[src/core/luc_cfg.svh]
// register offsets, field positions, reset values and axi response codes of the lin/uart controller
`ifndef LUC_CFG_SVH
`define LUC_CFG_SVH

// byte offsets on the axi4-lite bus, one aligned word each
`define LUC_OFF_CTRL   6'h00
`define LUC_OFF_STAT   6'h04
`define LUC_OFF_IEN    6'h08
`define LUC_OFF_ERR    6'h0c
`define LUC_OFF_BTR    6'h10
`define LUC_OFF_DIVL   6'h14
`define LUC_OFF_DIVH   6'h18
`define LUC_OFF_LEN    6'h1c
`define LUC_OFF_IDENT  6'h20
`define LUC_OFF_SEL    6'h24
`define LUC_OFF_DATA   6'h28
`define LUC_LAST_IDX   4'ha

// control register fields
`define LUC_CTRL_CMD2  2
`define LUC_CTRL_ENA   3
`define LUC_CTRL_CONF  4
`define LUC_CTRL_VER   6
`define LUC_CTRL_SWRES 7

// status register fields
`define LUC_STAT_RXOK  0
`define LUC_STAT_TXOK  1
`define LUC_STAT_ERR   3
`define LUC_STAT_BUSY  4

// error register fields
`define LUC_ERR_FRAME  3
`define LUC_ERR_OVR    5
`define LUC_ERR_ABORT  7

// buffer select fields
`define LUC_SEL_NOINC  3

// reset values
`define LUC_RST_BTR    8'h20
`define LUC_RST_IDENT  8'h80
`define LUC_RST_ZERO   8'h00

// axi responses
`define LUC_RESP_OKAY  2'h0
`define LUC_RESP_SLV   2'h2

`endif

[src/core/luc_pkg.sv]
// types shared by the lin/uart controller
package luc_pkg;

  // lin command sequencer states
  typedef enum logic [1:0] {
    LS_IDLE,
    LS_THDR,
    LS_TRSP,
    LS_RRSP
  } luc_lin_state_t;

endpackage

[src/core/luc_ctrl.sv]
// lin/uart serial controller with an axi4-lite register slave
//
// Chosen here: the placing of the registers and the AXI4-Lite interface to the registers.
`timescale 1ns/100ps
`default_nettype none
`include "luc_cfg.svh"
// Behaviour
// - command bit 2 set selects uart services instead of lin commands
// - low command bits pick byte transfer, transmit, receive or full duplex
// - uart mode bypasses the fifo; data is a single plain register
// - received character sets rx complete; data read or direct clear drops it
// - two-stage receive; overwrite of full holding byte flags overrun
// - framing error on receive sets the framing flag
// - data write starts transmit, clears tx complete; set again at end
// - core reset clears all but timing and identifier, which load 0x20 and 0x80; self-clearing soft reset clears most registers
// - soft reset keeps divisors, clears low nibbles, restores timing and identifier
// - single system clock drives everything
// - version bit picks lin 2.1 or 1.3, ignored in uart mode; here the bit is only stored and read back
// - lin config: standard, no checksum, no timeout, listening; here only listening has an effect
// - uart config: no parity, even, odd, or listening without parity
// - listening loops transmit to receive and idles the output pin
// - read-only busy flag mirrors internal busy, hardware driven
// - lin busy locks control extras, divisors, length, identifier, data
// - lin busy abort ends after byte; disable or soft reset immediate
// - other commands while busy rejected with overrun flag
// - uart busy only while transmitting; locks data and control extras
// - bit rate is clock over samples per bit times divisor plus one
// - each received bit decided by majority of three samples
// - lin response bytes pass a fifo walked by successive data accesses
// - enable bit activates; clearing it disables at once
// - command bit 2 clear interprets low bits as lin commands
module luc_ctrl (
  input  wire logic        sys_clk,
  input  wire logic        rst_n,
  input  wire logic        ce,
  input  wire logic [5:0]  s_axi_awaddr,
  input  wire logic        s_axi_awvalid,
  output logic             s_axi_awready,
  input  wire logic [31:0] s_axi_wdata,
  input  wire logic [3:0]  s_axi_wstrb,
  input  wire logic        s_axi_wvalid,
  output logic             s_axi_wready,
  output logic [1:0]       s_axi_bresp,
  output logic             s_axi_bvalid,
  input  wire logic        s_axi_bready,
  input  wire logic [5:0]  s_axi_araddr,
  input  wire logic        s_axi_arvalid,
  output logic             s_axi_arready,
  output logic [31:0]      s_axi_rdata,
  output logic [1:0]       s_axi_rresp,
  output logic             s_axi_rvalid,
  input  wire logic        s_axi_rready,
  input  wire logic        serial_in_pin,
  output logic             serial_out_pin,
  output logic             busy_flag
);

  // ****************************************
  // functions
  // ****************************************

  // address matches a register word
  function automatic logic reg_hit(input logic [5:0] addr, input logic [5:0] off);
    reg_hit = (addr[5:2] == off[5:2]);
  endfunction

  // majority of three samples
  function automatic logic maj3(input logic [2:0] v);
    maj3 = (v[0] & v[1]) | (v[1] & v[2]) | (v[0] & v[2]);
  endfunction

  // response length limited to 1..8 bytes
  function automatic logic [3:0] len_clamp(input logic [3:0] n);
    len_clamp = (n == 4'h0) ? 4'h1 : ((n > 4'h8) ? 4'h8 : n);
  endfunction

  // ****************************************
  // declarations
  // ****************************************
  logic                 aw_hold_r, w_hold_r, bvalid_r, rvalid_r;
  logic [5:0]           aw_addr_r;
  logic [7:0]           w_data_r;
  logic                 w_strb_r;
  logic [1:0]           bresp_r, rresp_r;
  logic [31:0]          rdata_r;
  logic [2:0]           cmd_r;
  logic                 ena_r, ver_r;
  logic [1:0]           conf_r;
  logic                 rx_ok_r, tx_ok_r, err_frame_r, err_ovr_r, err_abort_r;
  logic [7:0]           ien_r, btr_r, divl_r, len_r, ident_r, sel_r, data_r;
  logic [3:0]           divh_r, cnt_r;
  logic                 abort_pend_r;
  luc_pkg::luc_lin_state_t ls_r;
  logic [7:0]           fifo_r [0:7];
  logic [11:0]          div_cnt_r;
  logic                 tx_act_r;
  logic [10:0]          tx_sh_r;
  logic [3:0]           tx_left_r;
  logic [5:0]           tx_scnt_r;
  logic                 rx_sync1_r, rx_sync2_r, rx_prev_r, rx_act_r;
  logic [3:0]           rx_idx_r;
  logic [5:0]           rx_scnt_r;
  logic [2:0]           rx_vote_r;
  logic [7:0]           rx_sh_r;
  logic                 out_r;
  logic [7:0]           rd_vec [0:15];

  // ****************************************
  // bus decode
  // ****************************************

  // write and read strobes
  wire wr_do     = ce & aw_hold_r & w_hold_r & ~bvalid_r;
  wire wr_en     = wr_do & w_strb_r;
  wire rd_do     = ce & s_axi_arvalid & ~rvalid_r;
  wire ctl_wr    = wr_en & reg_hit(aw_addr_r, `LUC_OFF_CTRL);
  wire stat_wr   = wr_en & reg_hit(aw_addr_r, `LUC_OFF_STAT);
  wire data_wr   = wr_en & reg_hit(aw_addr_r, `LUC_OFF_DATA);
  wire data_rd   = rd_do & reg_hit(s_axi_araddr, `LUC_OFF_DATA);
  wire [7:0] wv  = w_data_r;

  // ****************************************
  // mode and busy
  // ****************************************

  // mode selection
  // command bit 2 picks uart
  wire uart_mode = cmd_r[`LUC_CTRL_CMD2];
  wire lin_busy  = (ls_r != luc_pkg::LS_IDLE);
  wire uart_busy = uart_mode & tx_act_r;
  wire busy      = lin_busy | uart_busy;
  wire listen    = (conf_r == 2'b11);
  wire par_on    = uart_mode & (conf_r == 2'b01 | conf_r == 2'b10);
  wire par_odd   = (conf_r == 2'b10);
  wire sw_reset  = ctl_wr & wv[`LUC_CTRL_SWRES];
  wire lin_start = wv[`LUC_CTRL_ENA] & ~wv[`LUC_CTRL_CMD2] & (wv[1:0] != 2'b00);
  wire [3:0] tx_len = len_clamp(len_r[7:4]);
  wire [3:0] rx_len = len_clamp(len_r[3:0]);
  wire [3:0] cnt_inc = cnt_r + 4'h1;

  // transmit start and kill
  // code bit 0 transmits
  wire uart_tx_go = data_wr & uart_mode & ena_r & cmd_r[0] & ~tx_act_r;
  wire lin_tx_go  = ce & ena_r & ~tx_act_r &
                    (ls_r == luc_pkg::LS_THDR | ls_r == luc_pkg::LS_TRSP);
  wire tx_go      = uart_tx_go | lin_tx_go;
  wire tx_kill    = sw_reset | (ctl_wr & ~wv[`LUC_CTRL_ENA]) |
                    (ctl_wr & uart_mode & ~wv[`LUC_CTRL_CMD2]);
  wire [7:0] tx_byte = uart_mode ? wv :
                       ((ls_r == luc_pkg::LS_THDR) ? ident_r : fifo_r[cnt_r[2:0]]);
  wire tx_par     = (^tx_byte) ^ par_odd;

  // receive enable follows the selected service
  // service selects receive
  wire rx_en = ena_r & (uart_mode ? cmd_r[1] : (ls_r == luc_pkg::LS_RRSP));

  // fifo access by software in lin mode
  wire fifo_wr  = data_wr & ~uart_mode & ~lin_busy;
  wire fifo_acc = fifo_wr | (data_rd & ~uart_mode);
  wire rx_clr   = (data_rd & uart_mode) | (stat_wr & wv[`LUC_STAT_RXOK]);

  // ****************************************
  // baud generator
  // ****************************************

  wire [11:0] baud_div = {divh_r, divl_r};
  wire        tick     = ce & ena_r & (div_cnt_r == baud_div);
  wire [5:0]  spb      = btr_r[5:0];
  wire [5:0]  spb_last = spb - 6'h01;
  wire [5:0]  spb_mid  = {1'b0, spb[5:1]};

  always_ff @(posedge sys_clk) begin
    if (!rst_n || !ena_r) begin
      div_cnt_r <= 12'h000;
    end else if (ce) begin
      div_cnt_r <= (div_cnt_r == baud_div) ? 12'h000 : div_cnt_r + 12'h001;
    end
  end

  // ****************************************
  // transmitter
  // ****************************************
  wire tx_bit_end = tx_act_r & tick & (tx_scnt_r == spb_last);
  wire tx_done    = tx_bit_end & (tx_left_r == 4'h1);
  wire tx_line    = tx_sh_r[0];

  always_ff @(posedge sys_clk) begin
    if (!rst_n || tx_kill) begin
      tx_act_r  <= 1'b0;
      tx_sh_r   <= 11'h7ff;
      tx_left_r <= 4'h0;
      tx_scnt_r <= 6'h00;
    end else if (ce) begin
      if (tx_go) begin
        tx_act_r  <= 1'b1;
        tx_sh_r   <= {1'b1, par_on ? tx_par : 1'b1, tx_byte, 1'b0};
        tx_left_r <= par_on ? 4'hb : 4'ha;
        tx_scnt_r <= 6'h00;
      end else if (tx_bit_end) begin
        tx_sh_r   <= {1'b1, tx_sh_r[10:1]};
        tx_left_r <= tx_left_r - 4'h1;
        tx_scnt_r <= 6'h00;
        if (tx_left_r == 4'h1) tx_act_r <= 1'b0;
      end else if (tx_act_r && tick) begin
        tx_scnt_r <= tx_scnt_r + 6'h01;
      end
    end
  end

  always_ff @(posedge sys_clk) begin
    if (!rst_n) begin
      out_r <= 1'b1;
    end else if (ce) begin
      out_r <= listen ? 1'b1 : tx_line;
    end
  end

  // ****************************************
  // receiver
  // ****************************************

  // two-stage pin synchroniser
  always_ff @(posedge sys_clk) begin
    if (!rst_n) begin
      rx_sync1_r <= 1'b1;
      rx_sync2_r <= 1'b1;
    end else if (ce) begin
      rx_sync1_r <= serial_in_pin;
      rx_sync2_r <= rx_sync1_r;
    end
  end

  wire       rx_src     = listen ? tx_line : rx_sync2_r;
  wire       rx_bit_end = rx_act_r & tick & (rx_scnt_r == spb_last);
  wire       rx_bit     = maj3(rx_vote_r);
  wire [3:0] rx_last    = par_on ? 4'ha : 4'h9;
  wire       rx_done    = rx_bit_end & (rx_idx_r == rx_last);
  wire       rx_framing_flag    = ~rx_bit;
  wire       rx_samp    = tick & ((rx_scnt_r == spb_mid - 6'h01) | (rx_scnt_r == spb_mid) |
                                  (rx_scnt_r == spb_mid + 6'h01));

  always_ff @(posedge sys_clk) begin
    if (!rst_n || !rx_en || sw_reset) begin
      rx_act_r  <= 1'b0;
      rx_prev_r <= 1'b1;
      rx_idx_r  <= 4'h0;
      rx_scnt_r <= 6'h00;
      rx_vote_r <= 3'h7;
      rx_sh_r   <= 8'h00;
    end else if (ce) begin
      rx_prev_r <= rx_src;
      if (!rx_act_r) begin
        if (rx_prev_r && !rx_src) begin
          rx_act_r  <= 1'b1;
          rx_idx_r  <= 4'h0;
          rx_scnt_r <= 6'h00;
        end
      end else begin
        if (rx_samp) rx_vote_r <= {rx_vote_r[1:0], rx_src};
        if (rx_bit_end) begin
          rx_scnt_r <= 6'h00;
          rx_idx_r  <= rx_idx_r + 4'h1;
          if (rx_idx_r >= 4'h1 && rx_idx_r <= 4'h8) rx_sh_r <= {rx_bit, rx_sh_r[7:1]};
          if ((rx_idx_r == 4'h0 && rx_bit) || rx_done) rx_act_r <= 1'b0;
        end else if (tick) begin
          rx_scnt_r <= rx_scnt_r + 6'h01;
        end
      end
    end
  end

  // ****************************************
  // response fifo
  // ****************************************
  wire rx_store = rx_done & ~uart_mode & (ls_r == luc_pkg::LS_RRSP) & ~rx_framing_flag;

  // one flop byte per fifo entry
  for (genvar i = 0; i < 8; i++) begin : g_fifo
    always_ff @(posedge sys_clk) begin
      if (!rst_n || sw_reset) begin
        fifo_r[i] <= `LUC_RST_ZERO;
      end else if (ce) begin
        if (rx_store && cnt_r == 4'(i)) begin
          fifo_r[i] <= rx_sh_r;
        end else if (fifo_wr && sel_r[2:0] == 3'(i)) begin
          fifo_r[i] <= wv;
        end
      end
    end
  end

  // ****************************************
  // registers and lin sequencer
  // ****************************************
  // core reset clears all but btr_r and ident_r, which load their defaults
  always_ff @(posedge sys_clk) begin
    if (!rst_n) begin
      cmd_r <= 3'h0; ena_r <= 1'b0; conf_r <= 2'h0; ver_r <= 1'b0;
      rx_ok_r <= 1'b0; tx_ok_r <= 1'b0;
      err_frame_r <= 1'b0; err_ovr_r <= 1'b0; err_abort_r <= 1'b0;
      ien_r <= `LUC_RST_ZERO; btr_r <= `LUC_RST_BTR; divl_r <= `LUC_RST_ZERO;
      divh_r <= 4'h0; len_r <= `LUC_RST_ZERO; ident_r <= `LUC_RST_IDENT;
      sel_r <= `LUC_RST_ZERO; data_r <= `LUC_RST_ZERO;
      ls_r <= luc_pkg::LS_IDLE; cnt_r <= 4'h0; abort_pend_r <= 1'b0;
    end else if (ce) begin
      if (sw_reset) begin
        cmd_r <= 3'h0; ena_r <= 1'b0; conf_r <= 2'h0; ver_r <= 1'b0;
        rx_ok_r <= 1'b0; tx_ok_r <= 1'b0;
        err_frame_r <= 1'b0; err_ovr_r <= 1'b0; err_abort_r <= 1'b0;
        ien_r[3:0] <= 4'h0; btr_r <= `LUC_RST_BTR; len_r <= `LUC_RST_ZERO;
        ident_r <= `LUC_RST_IDENT; sel_r[3:0] <= 4'h0; data_r <= `LUC_RST_ZERO;
        ls_r <= luc_pkg::LS_IDLE; cnt_r <= 4'h0; abort_pend_r <= 1'b0;
      end else begin
        // flag clears come first so sets win
        if (rx_clr) rx_ok_r <= 1'b0;
        if (stat_wr && wv[`LUC_STAT_TXOK]) tx_ok_r <= 1'b0;
        if (stat_wr && wv[`LUC_STAT_ERR]) begin
          err_frame_r <= 1'b0;
          err_ovr_r   <= 1'b0;
          err_abort_r <= 1'b0;
        end
        if (uart_tx_go) tx_ok_r <= 1'b0;
        // control writes
        if (ctl_wr) begin
          if (lin_busy) begin
            // disable kills, abort waits for the byte end
            if (!wv[`LUC_CTRL_ENA]) begin
              ena_r <= 1'b0;
              cmd_r <= wv[2:0];
              ls_r  <= luc_pkg::LS_IDLE;
            end else if (wv[2:0] == 3'h0) begin
              abort_pend_r <= 1'b1;
            end else begin
              err_ovr_r <= 1'b1;
            end
          end else begin
            cmd_r <= wv[2:0];
            ena_r <= wv[`LUC_CTRL_ENA];
            if (!uart_busy) begin
              conf_r <= wv[`LUC_CTRL_CONF +: 2];
              ver_r  <= wv[`LUC_CTRL_VER];
            end
            if (lin_start) begin
              cnt_r        <= 4'h0;
              abort_pend_r <= 1'b0;
              case (wv[1:0])
                2'b01:   ls_r <= luc_pkg::LS_THDR;
                2'b11:   ls_r <= luc_pkg::LS_TRSP;
                2'b10:   ls_r <= luc_pkg::LS_RRSP;
                default: ls_r <= luc_pkg::LS_IDLE;
              endcase
            end
          end
        end
        // plain registers; lin busy lock
        if (wr_en && reg_hit(aw_addr_r, `LUC_OFF_IEN)) ien_r <= wv;
        if (wr_en && reg_hit(aw_addr_r, `LUC_OFF_BTR)) btr_r <= wv;
        if (wr_en && !lin_busy && reg_hit(aw_addr_r, `LUC_OFF_DIVL)) divl_r <= wv;
        if (wr_en && !lin_busy && reg_hit(aw_addr_r, `LUC_OFF_DIVH)) divh_r <= wv[3:0];
        if (wr_en && !lin_busy && reg_hit(aw_addr_r, `LUC_OFF_IDENT)) ident_r <= wv;
        if (wr_en && !lin_busy && !uart_mode && reg_hit(aw_addr_r, `LUC_OFF_LEN)) len_r <= wv;
        if (uart_mode) len_r <= `LUC_RST_ZERO;
        // index walks with each data access
        if (fifo_acc && !sel_r[`LUC_SEL_NOINC]) sel_r[2:0] <= sel_r[2:0] + 3'h1;
        if (wr_en && reg_hit(aw_addr_r, `LUC_OFF_SEL)) sel_r <= wv;
        if (uart_mode && rx_done) begin
          data_r  <= rx_sh_r;
          rx_ok_r <= 1'b1;
          if (rx_ok_r && !rx_clr) err_ovr_r <= 1'b1;
        end
        if (rx_done && rx_framing_flag) err_frame_r <= 1'b1;
        if (uart_mode && tx_done) tx_ok_r <= 1'b1;
        // lin sequencer progress
        case (ls_r)
          luc_pkg::LS_THDR: begin
            if (tx_done) begin
              ls_r  <= luc_pkg::LS_IDLE;
              cmd_r <= 3'h0;
              if (abort_pend_r) err_abort_r <= 1'b1;
            end
          end
          luc_pkg::LS_TRSP: begin
            if (tx_done) begin
              cnt_r <= cnt_inc;
              if (abort_pend_r || cnt_inc == tx_len) begin
                ls_r  <= luc_pkg::LS_IDLE;
                cmd_r <= 3'h0;
              end
              if (abort_pend_r) err_abort_r <= 1'b1;
              else if (cnt_inc == tx_len) tx_ok_r <= 1'b1;
            end
          end
          luc_pkg::LS_RRSP: begin
            if (rx_done) begin
              cnt_r <= cnt_inc;
              if (rx_framing_flag || abort_pend_r || cnt_inc == rx_len) begin
                ls_r  <= luc_pkg::LS_IDLE;
                cmd_r <= 3'h0;
              end
              if (!rx_framing_flag && abort_pend_r) err_abort_r <= 1'b1;
              else if (!rx_framing_flag && cnt_inc == rx_len) rx_ok_r <= 1'b1;
            end
          end
          default: ;
        endcase
      end
    end
  end

  // ****************************************
  // axi4-lite slave
  // ****************************************

  // read value per register word
  assign rd_vec[0]  = {1'b0, ver_r, conf_r, ena_r, cmd_r};
  assign rd_vec[1]  = {3'h0, busy, err_frame_r | err_ovr_r | err_abort_r, 1'b0, tx_ok_r, rx_ok_r};
  assign rd_vec[2]  = ien_r;
  assign rd_vec[3]  = {err_abort_r, 1'b0, err_ovr_r, 1'b0, err_frame_r, 3'h0};
  assign rd_vec[4]  = btr_r;
  assign rd_vec[5]  = divl_r;
  assign rd_vec[6]  = {4'h0, divh_r};
  assign rd_vec[7]  = uart_mode ? `LUC_RST_ZERO : len_r;
  assign rd_vec[8]  = ident_r;
  assign rd_vec[9]  = sel_r;
  assign rd_vec[10] = uart_mode ? data_r : fifo_r[sel_r[2:0]];
  for (genvar j = 11; j < 16; j++) begin : g_unmapped
    assign rd_vec[j] = `LUC_RST_ZERO;
  end

  // handshake outputs
  assign s_axi_awready = ~aw_hold_r;
  assign s_axi_wready  = ~w_hold_r;
  assign s_axi_arready = ~rvalid_r;
  assign s_axi_bvalid  = bvalid_r;
  assign s_axi_bresp   = bresp_r;
  assign s_axi_rvalid  = rvalid_r;
  assign s_axi_rresp   = rresp_r;
  assign s_axi_rdata   = rdata_r;
  assign serial_out_pin = out_r;
  assign busy_flag     = busy;

  // write channel capture and response
  always_ff @(posedge sys_clk) begin
    if (!rst_n) begin
      aw_hold_r <= 1'b0; w_hold_r <= 1'b0; bvalid_r <= 1'b0;
      aw_addr_r <= 6'h00; w_data_r <= 8'h00; w_strb_r <= 1'b0;
      bresp_r <= `LUC_RESP_OKAY;
    end else if (ce) begin
      if (s_axi_awvalid && !aw_hold_r) begin
        aw_hold_r <= 1'b1;
        aw_addr_r <= s_axi_awaddr;
      end
      if (s_axi_wvalid && !w_hold_r) begin
        w_hold_r <= 1'b1;
        w_data_r <= s_axi_wdata[7:0];
        w_strb_r <= s_axi_wstrb[0];
      end
      if (wr_do) begin
        aw_hold_r <= 1'b0;
        w_hold_r  <= 1'b0;
        bvalid_r  <= 1'b1;
        bresp_r   <= (aw_addr_r[5:2] <= `LUC_LAST_IDX) ? `LUC_RESP_OKAY : `LUC_RESP_SLV;
      end else if (bvalid_r && s_axi_bready) begin
        bvalid_r <= 1'b0;
      end
    end
  end

  // read channel, data registered
  always_ff @(posedge sys_clk) begin
    if (!rst_n) begin
      rvalid_r <= 1'b0;
      rdata_r  <= 32'h0000_0000;
      rresp_r  <= `LUC_RESP_OKAY;
    end else if (ce) begin
      if (rd_do) begin
        rvalid_r <= 1'b1;
        rdata_r  <= {24'h00_0000, rd_vec[s_axi_araddr[5:2]]};
        rresp_r  <= (s_axi_araddr[5:2] <= `LUC_LAST_IDX) ? `LUC_RESP_OKAY : `LUC_RESP_SLV;
      end else if (rvalid_r && s_axi_rready) begin
        rvalid_r <= 1'b0;
      end
    end
  end

endmodule
`default_nettype wire

[config.mk]
export PLATFORM = sky130hd
export DESIGN_NAME = luc_ctrl
export DESIGN_NICKNAME = d
export VERILOG_FILES = /design/src/core/luc_pkg.sv /design/src/core/luc_ctrl.sv
export VERILOG_INCLUDE_DIRS = /design/src /design/src/core
export SDC_FILE = /design/constraint.sdc
export NUM_CORES = 1
export LEC_CHECK = 0
export ABC_AREA = 1
export BUFFER_PORTS_ARGS = -buffer_cell sky130_fd_sc_hd__buf_2
export CELL_PAD_IN_SITES_DETAIL_PLACEMENT = 1
export CELL_PAD_IN_SITES_GLOBAL_PLACEMENT = 2
export CORE_ASPECT_RATIO = 2
export CORE_MARGIN = 4
export CORE_UTILIZATION = 35
export DETAILED_ROUTE_END_ITERATION = 12
export HOLD_SLACK_MARGIN = 0.05
export PLACE_DENSITY_LB_ADDON = 0.1
export SKIP_CTS_REPAIR_TIMING = 1
export SYNTH_ARGS = -nofsm -noshare
export SYNTH_HDL_FRONTEND = slang
export SYNTH_SLANG_ARGS = --single-unit
[constraint.sdc]
create_clock -name sys_clk -period 3.07 [get_ports sys_clk]
set_input_delay 0.307 -clock sys_clk [delete_from_list [all_inputs] [get_ports sys_clk]]
set_output_delay 0.307 -clock sys_clk [all_outputs]
set_load 0.02 [all_outputs]
Yosys cells after proc, flatten, opt, wreduce, memory -nomap -nowiden
Memories as Yosys holds them, arrays and structs flattened. A register that Yosys moved wholly into a read port is not among the register bits.
Index checks and enable logic that the tools add are counted.
{"block": "totals", "rom_bits": 0, "inputBits": 57, "reg_bits": 170, "n_memories": 1, "ramBits": 64, "latchBits": 0}
{"memory": "fifo_r", "words": 8, "word_bits": 8, "read_ports": 2, "rd_clocked_by_memory_dff": 2, "write_ports": 8, "line": "luc_ctrl.sv:94", "text": "logic [7:0] fifo_r [0:7];"}
{"block": "classes", "n_reduce_logical": 120, "add_sub_neg": 10, "div": 0, "multipliers": 0, "n_lt_le_gt_ge": 7, "n_mux": 237, "n_eq_ne": 50, "shift": 0, "bitwise": 88}
{"operator": "2-to-1 mux 8 bit", "count": 31}
{"operator": "2-to-1 mux 1 bit", "count": 140}
{"operator": "2-to-1 mux 4 bit", "count": 19}
{"operator": "AND 1 bit", "count": 45}
{"operator": "logical AND 1 bit", "count": 42}
{"operator": "2-to-1 mux 3 bit", "count": 14}
{"operator": "2-to-1 mux 6 bit", "count": 7}
{"operator": "AND reduction 2 bit", "count": 18}
{"operator": "2-to-1 mux 2 bit", "count": 17}
{"operator": "binary-select mux 8 bit (select 4 bit)", "count": 1}
{"operator": "== test 4 x 3 -> 1 bit, second input constant", "count": 8}
{"operator": "OR 1 bit", "count": 30}
{"operator": "nonzero test 2 bit", "count": 15}
{"operator": "AND reduction 3 bit", "count": 9}
{"operator": "== test 6 bit", "count": 4}
{"operator": "2-to-1 mux 11 bit", "count": 2}
{"operator": "zero test 4 bit", "count": 5}
{"operator": "== test 4 bit, second input constant", "count": 4}
{"operator": "nonzero test 3 bit", "count": 5}
{"operator": "adder 12 x 1 -> 12 bit, second input constant", "count": 1}
{"operator": "adder 6 x 1 -> 6 bit, second input constant", "count": 2}
{"operator": "== test 12 bit", "count": 1}
{"operator": "== test 2 bit, second input constant", "count": 6}
{"operator": "== test 3 bit, second input constant", "count": 4}
{"operator": "other kinds (35)", "count": 82}

Logic depth before layout (Yosys ltp)
Gate-level depths: netlist (run 1).
{"block": "logic_depth", "depth_word": 16, "depth_mapped": 20}

Least setup slack after synthesis (run 1)
OpenSTA, ideal clock, no wires.
{"block": "synth_timing", "kind": "reg2reg", "start": "reg btr_r[2]", "end": "mem fifo_r[1][0], enable pin", "stages_incl_launch_ff": 16, "slack_ns": 0.245, "n_path_buf": 1, "required_ns": 2.732, "arrival_ns": 2.487, "cell_sequence": "dfxtp_1 buf_6 inv_1 ha_1 nand2_2 nand2_1 xnor2_1 or2_1 nand3_1 nor2_4 nand3_4 clkinv_2 nand3_4 nor2_8 nand2_2 nand3b_1"}
{"element": "start: declaration", "line": "luc_ctrl.sv:90", "text": "logic [7:0] ien_r, btr_r, divl_r, len_r, ident_r, sel_r, data_r;"}
{"element": "start signal: assignment", "line": "luc_ctrl.sv:301", "text": "ien_r <= `LUC_RST_ZERO; btr_r <= `LUC_RST_BTR; divl_r <= `LUC_RST_ZERO;"}
{"element": "start signal: assignment", "line": "luc_ctrl.sv:357", "text": "if (wr_en && reg_hit(aw_addr_r, `LUC_OFF_BTR)) btr_r <= wv;"}
{"element": "end: declaration", "line": "luc_ctrl.sv:94"}

Final worst setup path (run 1)
{"block": "layout_timing", "start": "reg ena_r", "end": "reg tx_left_r[0]"}
{"block": "layout_between", "elab_chain_len": 6, "word_cells_on_any_way": 13, "classes_between": "mux: 1; bitwise: 10; reduce/logical: 2"}
{"element": "start: declaration", "line": "luc_ctrl.sv:87", "text": "logic ena_r, ver_r;"}
{"element": "start signal: assignment", "line": "luc_ctrl.sv:338", "text": "ena_r <= wv[`LUC_CTRL_ENA];"}
{"element": "AND 1 bit, on equally long branches (2 in a row)", "line": "luc_ctrl.sv:143, luc_ctrl.sv:144, luc_ctrl.sv:167"}
{"element": "AND 1 bit, on equally long branches", "line": "luc_ctrl.sv:143, luc_ctrl.sv:144, luc_ctrl.sv:183"}
{"element": "OR 1 bit / AND 1 bit (equally long branches)", "line": "luc_ctrl.sv:146, luc_ctrl.sv:183"}
{"element": "nonzero test 2 bit (no line)"}
{"element": "AND reduction 2 bit (no line)"}
{"element": "end signal: assignment", "line": "luc_ctrl.sv:197", "text": "tx_left_r <= par_on ? 4'hb : 4'ha;"}
{"element": "end signal: assignment", "line": "luc_ctrl.sv:201", "text": "tx_left_r <= tx_left_r - 4'h1;"}
{"element": "end: declaration", "line": "luc_ctrl.sv:98", "text": "logic [3:0] tx_left_r;"}
Several ways; a longest one is shown, not always the timed one.
A chain may end at the register's enable or synchronous reset.

==> results of run 1 <==
-- cell usage after synthesis, drive strengths merged (9+ instances only) --
master / n / area share (%)
nand2: 468 / 13
inv: 206 / 5.4
nand3: 202 / 7.4
dfxtp: 171 / 24
nor2: 159 / 5.1
o21ai: 152 / 5.3
a21oi: 148 / 5.2
nand4: 84 / 3.7
clkbuf: 69 / 2.1
edfxtp: 64 / 14
buf: 61 / 2.7
nor3: 33 / 1.2
ha: 32 / 2.8
o211ai: 29 / 1.5
xor2: 29 / 1.8
a211oi: 21 / 1.1
o22ai: 19 / 0.84
xnor2: 11 / 0.68
a31oi: 9 / 0.40
-- worst min-delay path, delay by kind of cell --
kind                   cells  cell delay, ns
buffers and inverters      1            0.07
AOI/OAI and AO/OA          2            0.17
-- routing by layer --
layer	wire, um	global-route usage, %	up-vias
met1	19800	24.8	6951
met5	0	0	-
li1	-	-	6875
met4	6150	22.1	0
met3	1640	2.28	208
met2	34300	54.8	330
-- metrics by stage --
stage          util [%]  setup TNS (ns)  power (uW)
2_1_floorplan         -               0        3660
3_3_place_gp       37.8               0        3880
3_5_place_dp       37.8          -0.148        3890
4_1_cts            39.8          -0.297        7080
5_1_grt            40.2               0        7240
6_report           40.2               0        7020
-- placed cells by master (no fill, tap or decap), types with 3 or more instances in the layout --
cell type      Yosys  routed
nor2_2             2       4
ha_1              32      31
nand3_2            2       3
inv_2             12      13
clkinv_1           4       4
inv_1            194     193
buf_12             0       5
nand2_1          454     454
nor3_1            31      31
buf_4             27      88
o211ai_1          29      29
nor2_1           146     144
xnor2_1           11      11
a21oi_1          148     148
xor2_1            29      29
a211oi_1          21      21
o21ai_0          149     149
clkbuf_8           0       6
nor2_8             4       4
clkbuf_16          0      25
a31oi_1            9       9
nand4_1           84      84
o31ai_1            3       3
dfxtp_1          171     171
buf_2             11      42
nor2_4             7       7
o21ai_1            3       3
conb_1             1      26
a22oi_1            3       3
o22ai_1           19      19
nor3b_1            7       7
nand3_1          198     197
nand2_2            9       9
o2111ai_1          4       4
edfxtp_1          64      64
dlygate4sd3_1      0       5
nand3b_1           8       8
nand2_4            5       5
clkbuf_1          60       6
-- power groups by stage --
stage	registers (uW)	logic, uW	clock network (uW)
finish	3280	563	3170
global route	3280	603	3350
CTS	3280	544	3260
detailed placement	3350	543	0
global placement	3350	537	0
floorplan	3340	317	0
-- final cells by class --
type	count	share of cell area [%]
Sequential cell	235	33.1
Inverter	211	4.91
Multi-Input combinational cell	1463	46.5
Clock inverter	4	0.465
Tap cell	530	4.10
Clock buffer	40	4.63
Timing Repair Buffer	140	6.32
-- how the worst max path moves through the flow --
stage	to	from	slack, ns
CTS	fifo_r[4][0]$_SDFFCE_PN0P_	btr_r[1]$_SDFFE_PN0P_	-0.04
global placement	fifo_r[4][5]$_SDFFCE_PN0P_	btr_r[1]$_SDFFE_PN0P_	0.06
floorplan	fifo_r[1][0]$_DFFE_PP_	btr_r[2]$_SDFFE_PN0P_	0.25
global route	fifo_r[3][7]$_DFFE_PP_	divl_r[0]$_SDFFE_PN0P_	0.03
detailed placement	fifo_r[4][7]$_SDFFCE_PN0P_	btr_r[1]$_SDFFE_PN0P_	-0.02
finish	tx_left_r[0]$_SDFFE_PP0P_	ena_r$_SDFFE_PN0P_	0.10
-- kinds of logic after synthesis --
| group | after synthesis | synth area share, % |
|---|---|---|
| compound gates | 399 | 15.6 |
| xor+xnor | 40 | 2.46 |
| fa+ha+maj | 32 | 2.81 |
| buf+inv | 341 | 10.4 |
| flops | 235 | 37.6 |
| simple gates | 966 | 31.1 |
| other cells | 1 | 0.0264 |
==> metrics.csv, run 1 <==
metric,value,unit
RSZ-0062 raised after global routing,false,
pwr/cell area,434,mW/mm2
Cells after Synth,2014,
worst-path fanout max,9,
Gate power share,8.0,%
Post-Layout Cell Count,2623,
Worst path slowest cell,nor4_1,
"Most flops, register",fifo_r,
Layout Skew,0.0163,ns
Nets,2164,
WP data arrival,3.39,ns
total die area,0.0441,mm2
layout cells sized above 1,10.8,%
footprint of the multi-input gates,0.00751,mm2
CP max stage delay,0.70,ns
Die Wd,151,um
GRT Util Overall,27.8,%
Worst Path Required,3.50,ns
Chip Height,293,um
synthesized cell area,0.0142,mm2
finished layout cell area,0.0162,mm2
vias in the first global route,15100,
# diodes,0,
Hold Startpoint,s_axi_awaddr[4],
kind of critical path,flip-flop to flip-flop,
final period utilization,96.7,%
sw frac,25.9,%
Slew headroom,41.7,%
CTS tree,done,
vias per cell,5.48,
min Tclk post-route,2.97,ns
initial core utilization,35.4,%
buffers plus inverters on the worst setup path,4,
Iter 0 DRT Violations,512,
Sink Count,235,
Leak Pwr,0.00694,uW
synthesized area per cell,7.06,um2
Core Region,0.0402,mm2
# setup viols final,0,
Vias,14400,
CP Depth,10,
routability cong.,0.935,
synth unique cells,55,
power share of the sequential group,46.7,%
top_reg_cell synth,dfxtp_1,
Worst R2R Start,ena_r$_SDFFE_PN0P_,
Worst Setup End Kind,flip-flop,
grt total ovfl,0,
P_int,5200,uW
drt first pass iters,5,
first-pass GRT wire length,91600,um
"CP delay by family, top",simple AND/OR/NAND/NOR gates,
max reg flops,64,
largest net degree at the start of global routing,67,
initial antenna violation count,1,
Layout area overhead,13.6,%
fmax,337,MHz
root buffer cell,clkbuf_16,
Hold Path End,aw_addr_r[4]$_SDFFE_PN0P_,
Residual DRC,0,
dpl ws,-0.0190,ns
Max IR drop VDD,0.452,mV
crit start category,flip-flop,
post-synthesis sequential area ratio,37.6,%
CTS max path bufs,3,
switching power,1820,uW
Port Buffers,42,
Inserted Clock Buffers,24,
Clock Latency Late Sink,0.55,ns
final hold slack,0.0360,ns
"Cell Chain, Critical Path",inv_1 -> nor4_1 -> nand3_1 -> nand2_1 -> inv_1 -> nand2_1 -> inv_1 -> buf_4 -> a211oi_1 -> nor3_1,
synthesized flop and latch total,235,
status,completed,
Post-synth ARST share,0,%
dpl hpwl,49000,um
Fillers,5058,
worst setup margin,0.103,ns
"Reg clk slew, reported paths",0.07,ns
WL final,61900,um
H-tree Lvls,1,
max-slew violation count,0,
Worst-Margin Slew,0.873,ns
dpl cell area,0.0152,mm2
io pins,100,
hold path depth,3,
Reg-to-Reg End,tx_left_r[0]$_SDFFE_PP0P_,
most frequent CP cell,inv_1,
Max-cap violations,0,
# rows,104,
"EDFF count, synth",64,
Regs by FF count,"fifo_r (64), div_cnt_r (12), tx_sh_r (10)",
R2R depth,10,
Final Hold Vio Count,0,
Clock power frac,45.2,%
Inst Count DP,2569,
FF+latch area,0.00535,mm2
R2R setup slack,0.10,ns
Synth warnings,0,
Hold Crit Class,primary input to flip-flop,
Wirelength per Cell,23.6,um
ANT nets after route,0,
(Power assumes the default switching activity.)
==> run 2, diff against run 1 <==
--- a/config.mk
+++ b/config.mk
@@ -12,7 +12,8 @@
 export CELL_PAD_IN_SITES_GLOBAL_PLACEMENT = 2
 export CORE_ASPECT_RATIO = 2
 export CORE_MARGIN = 4
-export CORE_UTILIZATION = 35
+export CORE_UTILIZATION = 36
+export CTS_BUF_LIST = sky130_fd_sc_hd__clkbuf_8
 export DETAILED_ROUTE_END_ITERATION = 12
 export HOLD_SLACK_MARGIN = 0.05
 export PLACE_DENSITY_LB_ADDON = 0.1
==> run 2 against run 1 <==
Die area shrank 2.7%; maximum frequency grew 3.0%; first-iteration DRC count grew 5.3%; core utilization grew 1.4 points; clock skew grew 0.021 ns; sequential power is essentially flat; combinational power grew 0.9%; setup slack gained 0.085 ns; register-to-register slack gained 0.09 ns; largest power group unchanged.
==> metrics.csv, run 2 (synthesized netlist as in run 1, its figures left out) <==
metric,value,unit,change
status,completed,,
fmax,347,MHz,+3.0%
dpl cell area,0.0152,mm2,+0.21%
fin util,41.6,%,+1.4 points
max reg flops,64,,unchanged
most frequent cells in the layout,"nand2_1, inv_1, nand3_1",,
Core Region,0.0389,mm2,-3.2%
worst-path fanout max,8,,-1
crit start category,flip-flop,,
Die Wd,149,um,-1.3%
Worst Path Required,3.29,ns,-0.21 ns
drt first pass iters,7,,+2
ANT nets after route,0,,unchanged
pwr/cell area,417,mW/mm2,-3.9%
WP data arrival,3.10,ns,-0.29 ns
Nets,2188,,+1.1%
# rows,102,,-1.9%
Worst-Margin Slew,0.800,ns,-0.0727 ns
Residual DRC,0,,unchanged
routability cong.,0.951,,+1.7%
GRT Util Overall,28.4,%,+0.64 points
Hold Crit Class,primary input to flip-flop,,
Layout Skew,0.0376,ns,+0.0214 ns
Layout area overhead,13.8,%,
"commonest non-fill, non-tap cell in the layout",nand2_1,,
finished layout cell area,0.0162,mm2,+0.19%
layout cells sized above 1,11.6,%,+0.82 points
Gate power share,8.4,%,+0.4 points
Regs by FF count,"fifo_r (64), div_cnt_r (12), tx_sh_r (10)",,
"Reg clk slew, reported paths",0.07,ns,about the same
Sink Count,235,,unchanged
Worst R2R Start,divl_r[5]$_SDFFE_PN0P_,,
Final Hold Vio Count,0,,unchanged
most frequent CP cell,nand3_4,,
min Tclk post-route,2.88,ns,-0.0854 ns
Slew headroom,46.6,%,+4.8 points
grt total ovfl,0,,unchanged
Worst Setup End Kind,flip-flop,,
Iter 0 DRT Violations,539,,+5.3%
final hold slack,0.0236,ns,-0.0123 ns
# setup viols final,0,,unchanged
Leak Pwr,0.00700,uW,+0.88%
max-slew violation count,0,,unchanged
GR Util met3,2.83,%,+0.55 points
dpl hpwl,49000,um,about the same
root buffer cell,clkbuf_8,,
CP max stage delay,0.36,ns,-0.34 ns
initial antenna violation count,1,,unchanged
io pins,100,,unchanged
Port Buffers,42,,unchanged
"CP delay by family, top",simple AND/OR/NAND/NOR gates,,
H-tree Lvls,2,,+1
met2 Resource Use GR,57.0,%,+2.2 points
Inserted Clock Buffers,38,,+58%
total die area,0.0430,mm2,-2.7%
initial core utilization,36.6,%,+1.2 points
WL final,61300,um,-0.92%
Fillers,4988,,-1.4%
Clock power frac,43.0,%,-2.2 points
final period utilization,93.9,%,-2.8 points
Setup TNS Final,0,ns,unchanged
Max-cap violations,0,,unchanged
Worst path slowest cell,xnor2_1,,
GRT Max-Usage Layer,met2,,
Hold Startpoint,s_axi_wdata[0],,
RSZ-0062 raised after global routing,false,,
CTS max path bufs,3,,unchanged
power share of the sequential group,48.6,%,+1.9 points
"Cell Chain, Critical Path",xnor2_1 -> nand4_1 -> nor3_1 -> nand3_1 -> nor2_4 -> nand3_4 -> clkinv_2 -> nand3_4 -> nor2_8 -> nand2_4 -> nand3b_1,,
M1 GR Usage,24.5,%,-0.28 points
buffers plus inverters on the worst setup path,1,,-3
Wirelength per Cell,23.2,um,-1.8%
largest net degree at the start of global routing,67,,unchanged
Clock Latency Late Sink,0.59,ns,+0.04 ns
sw frac,27.4,%,+1.5 points
kind of critical path,flip-flop to flip-flop,,
switching power,1850,uW,+2.0%
Critical path origin,divl_r[5]$_SDFFE_PN0P_,,
Max IR drop VDD,0.294,mV,-35%
P_int,4910,uW,-5.7%
Vias,14400,,+0.48%
vias in the first global route,15300,,+1.6%
CTS tree,done,,
"Most flops, register",fifo_r,,
first-pass GRT wire length,91600,um,about the same
vias per cell,5.45,,-0.43%
Chip Height,289,um,-1.4%
run 2: changes by cell type in the layout (fill, tap and decap cells not counted), sizes merged:
cell,before,now
dlygate4sd3,5,10
clkbuf,40,46
clkinv,5,19
buf,135,140
inv,206,209
diode,0,1
run 2: worst reg2reg max path, stage by stage, from the launching register on:
cell	delay (ns)
dfxtp_1	0.33
xnor2_1	0.36
nand4_1	0.13
nor3_1	0.16
nand3_1	0.30
nor2_4	0.21
nand3_4	0.09
clkinv_2	0.09
nand3_4	0.20
nor2_8	0.24
nand2_4	0.06
nand3b_1	0.33
run 2: power by group through the flow:
stage               Combinational (uW)  Sequential [uW]  Clock [uW]
floorplan                          317             3340           0
global placement                   533             3350           0
detailed placement                 540             3350           0
CTS                                541             3280        2990
global route                       607             3280        3110
finish                             568             3280        2910
run 2: layer usage:
metal  share of wire [%]  vias up  wire length (um)
met1                  31     6905             19100
met3                 2.6      246              1580
met2                  56      360             34500
met4                  10        0              6170
li1                    -     6922                 -
met5                   0        -                 0
run 2: area by class of cell:
| type | instances | area [um2] | share of cell area, % |
|---|---|---|---|
| antenna | 1 | 2.50 | 0.0155 |
| clock buffer | 46 | 633 | 3.91 |
| clock inverter | 21 | 143 | 0.881 |
| inverter | 211 | 797 | 4.92 |
| multi-input combinational | 1463 | 7510 | 46.4 |
| sequential | 235 | 5350 | 33.0 |
| tap | 520 | 651 | 4.02 |
| timing repair buffer | 150 | 1110 | 6.85 |
run 2: final timing paths:
path / endpoint / slack, ns / cells past startpoint
setup / recovery: fifo_r[6][3]$_DFFE_PP_ / 0.19 / 11
hold / removal: w_data_r[0]$_SDFFE_PN0P_ / 0.02 / 3
setup reg to reg: fifo_r[6][3]$_DFFE_PP_ / 0.19 / 11
hold reg to reg: rx_sync1_r$_SDFFE_PN1P_ / 0.46 / 2
run 2: stage by stage:
step | std cells | power, uW | worst slack, ns
floorplan | 2039 | 3660 | 0.245
global placement | 2565 | 3880 | 0.115
detailed placement | 2565 | 3890 | 0.112
CTS | 2632 | 6820 | 0.102
global route | 2647 | 7000 | 0.00321
finish | 2647 | 6760 | 0.188
==> run 3, diff against run 2 <==
--- a/config.mk
+++ b/config.mk
@@ -7,7 +7,7 @@
 export NUM_CORES = 1
 export LEC_CHECK = 0
 export ABC_AREA = 1
-export BUFFER_PORTS_ARGS = -buffer_cell sky130_fd_sc_hd__buf_2
+export BUFFER_PORTS_ARGS = -buffer_cell sky130_fd_sc_hd__buf_4
 export CELL_PAD_IN_SITES_DETAIL_PLACEMENT = 1
 export CELL_PAD_IN_SITES_GLOBAL_PLACEMENT = 2
 export CORE_ASPECT_RATIO = 2
==> run 3 against run 2 <==
First-iteration DRC count grew 6.5%; global-route usage fell by 0.21 points; total power rose by 3.0%; critical path depth up 3; sequential share of layout area shrank 0.53 points; sequential cell count unchanged; via count rose by 0.80%; die area unchanged.
==> metrics.csv, run 3 (synthesized netlist as in run 1, its figures left out) <==
metric,value,unit,change
status,completed,,
Sink Count,235,,unchanged
# rows,102,,unchanged
hold path depth,3,,unchanged
layout cells sized above 1,12.1,%,+0.49 points
crit start category,flip-flop,,
Worst R2R Start,divl_r[0]$_SDFFE_PN0P_,,
Hold Crit Class,primary input to flip-flop,,
io pins,100,,unchanged
"Reg clk slew, reported paths",0.06,ns,about the same
Layout area overhead,15.7,%,
"commonest non-fill, non-tap cell in the layout",nand2_1,,
Nets,2198,,+0.46%
Worst Setup End Kind,flip-flop,,
dpl cell area,0.0153,mm2,+0.71%
Die Wd,149,um,unchanged
initial antenna violation count,1,,unchanged
total die area,0.0430,mm2,unchanged
max-slew violation count,0,,unchanged
# setup viols final,0,,unchanged
Worst-Margin Slew,0.904,ns,+0.104 ns
Final Hold Vio Count,0,,unchanged
"Most flops, register",fifo_r,,
dpl hpwl,48100,um,-1.7%
CTS tree,done,,
Slew headroom,39.7,%,-6.9 points
Chip Height,289,um,unchanged
max reg flops,64,,unchanged
Worst Path Required,3.29,ns,about the same
Port Buffers,42,,unchanged
R2R depth,14,,+3
WL final,60900,um,-0.70%
first-pass GRT wire length,91500,um,-0.11%
GRT Util Overall,28.2,%,-0.21 points
Core Region,0.0389,mm2,unchanged
kind of critical path,flip-flop to flip-flop,,
dpl ws,0.0218,ns,-0.0898 ns
H-tree Lvls,2,,unchanged
worst setup margin,0.198,ns,+0.0102 ns
final period utilization,93.5,%,-0.33 points
Residual DRC,0,,unchanged
Wirelength per Cell,22.9,um,-1.2%
CTS max path bufs,3,,unchanged
Iter 0 DRT Violations,574,,+6.5%
worst-path fanout max,8,,unchanged
Reg-to-Reg End,fifo_r[7][3]$_DFFE_PP_,,
R2R setup slack,0.20,ns,about the same
FF+latch area,0.00535,mm2,unchanged
Regs by FF count,"fifo_r (64), div_cnt_r (12), tx_sh_r (10)",,
finished layout cell area,0.0165,mm2,+1.6%
Layout Skew,0.0407,ns,+0.00310 ns
Leak Pwr,0.00714,uW,+2.0%
vias in the first global route,15500,,+1.2%
min Tclk post-route,2.87,ns,-0.0102 ns
Setup TNS Final,0,ns,unchanged
grt total ovfl,0,,unchanged
Max-cap violations,0,,unchanged
RSZ-0062 raised after global routing,false,,
routability cong.,0.924,,-2.9%
Max IR drop VDD,0.322,mV,+9.8%
largest net degree at the start of global routing,66,,-1.5%
footprint of the multi-input gates,0.00753,mm2,+0.27%
Hold Startpoint,s_axi_wdata[0],,
root buffer cell,clkbuf_8,,
initial core utilization,36.6,%,unchanged
most frequent cells in the layout,"nand2_1, inv_1, nand3_1",,
Clock Latency Late Sink,0.59,ns,about the same
WP data arrival,3.09,ns,about the same
Inserted Clock Buffers,39,,+2.6%
Fillers,4977,,-0.22%
drt first pass iters,5,,-2
Vias,14500,,+0.80%
Hold Path End,w_data_r[0]$_SDFFE_PN0P_,,
fmax,348,MHz,+0.35%
vias per cell,5.47,,+0.27%
pwr/cell area,423,mW/mm2,+1.4%
ANT nets after route,0,,unchanged
[run 3: cell count changes in the layout (fill, tap and decap cells not counted), moves of 2 or more]
cell / change
dlygate4sd3_1: +2
clkinv_2: +2
bufinv_16: +2
buf_2: -42
buf_4: +49
inv_1: +9
clkinv_1: -8
[run 3: worst max-delay path: stages, from the launching register on]
cell      delay [ns]
dfxtp_1         0.38
inv_1           0.05
nand2_1         0.08
o21ai_1         0.07
nor3b_1         0.19
nand2_1         0.09
nor2_1          0.14
nand3_1         0.29
nor2_4          0.20
nand3_4         0.08
clkinv_2        0.09
nand3_4         0.20
nor2_8          0.21
nand2_4         0.06
nand3b_1        0.34
[run 3: layout make-up]
type                       count  share of cell area [%]
multi-input combinational   1463                    45.8
sequential                   235                    32.5
timing repair buffer         159                    7.82
inverter                     211                    4.82
tap                          520                    3.95
clock buffer                  45                    3.76
clock inverter                27                    1.39
antenna                        1                  0.0152
[run 3: layer usage]
metal | track usage (%) | vias up | part of all wire, %
met5 | 0 | - | 0
met4 | 22.0 | 0 | 9.7
met3 | 2.82 | 241 | 2.6
met2 | 57.1 | 360 | 57
met1 | 24.2 | 6990 | 31
li1 | - | 6958 | -
[run 3: through the flow]
stage          total power [uW]  instances  hold WS (ns)  utilization, %
2_1_floorplan              3660       2039         0.432               -
6_report                   6960       2661        0.0274            42.3
4_1_cts                    7020       2639       -0.0470            41.6
5_1_grt                    7210       2661        0.0502            42.3
3_3_place_gp               3890       2567         0.448            39.4
3_5_place_dp               3900       2567         0.458            39.4
[run 3: worst max path at each step]
| stage | start | depth (start not counted) | slack (ns) | to |
|---|---|---|---|---|
| floorplan | btr_r[2]$_SDFFE_PN0P_ | 15 | 0.25 | fifo_r[1][0]$_DFFE_PP_ |
| global placement | div_cnt_r[0]$_SDFFE_PP0P_ | 14 | 0.06 | fifo_r[3][4]$_DFFE_PP_ |
| detailed placement | btr_r[1]$_SDFFE_PN0P_ | 14 | 0.02 | fifo_r[3][0]$_DFFE_PP_ |
| CTS | btr_r[1]$_SDFFE_PN0P_ | 14 | 0.03 | fifo_r[3][0]$_DFFE_PP_ |
| global route | btr_r[1]$_SDFFE_PN0P_ | 16 | 0.01 | fifo_r[5][5]$_DFFE_PP_ |
| finish | divl_r[0]$_SDFFE_PN0P_ | 14 | 0.20 | fifo_r[7][3]$_DFFE_PP_ |
[run 3: report_power, final]
group / switching [uW] / internal, uW / total [uW]
logic: 420 / 163 / 583
clock network: 1410 / 1690 / 3100
registers: 47.1 / 3230 / 3280
total: 1870 / 5090 / 6960
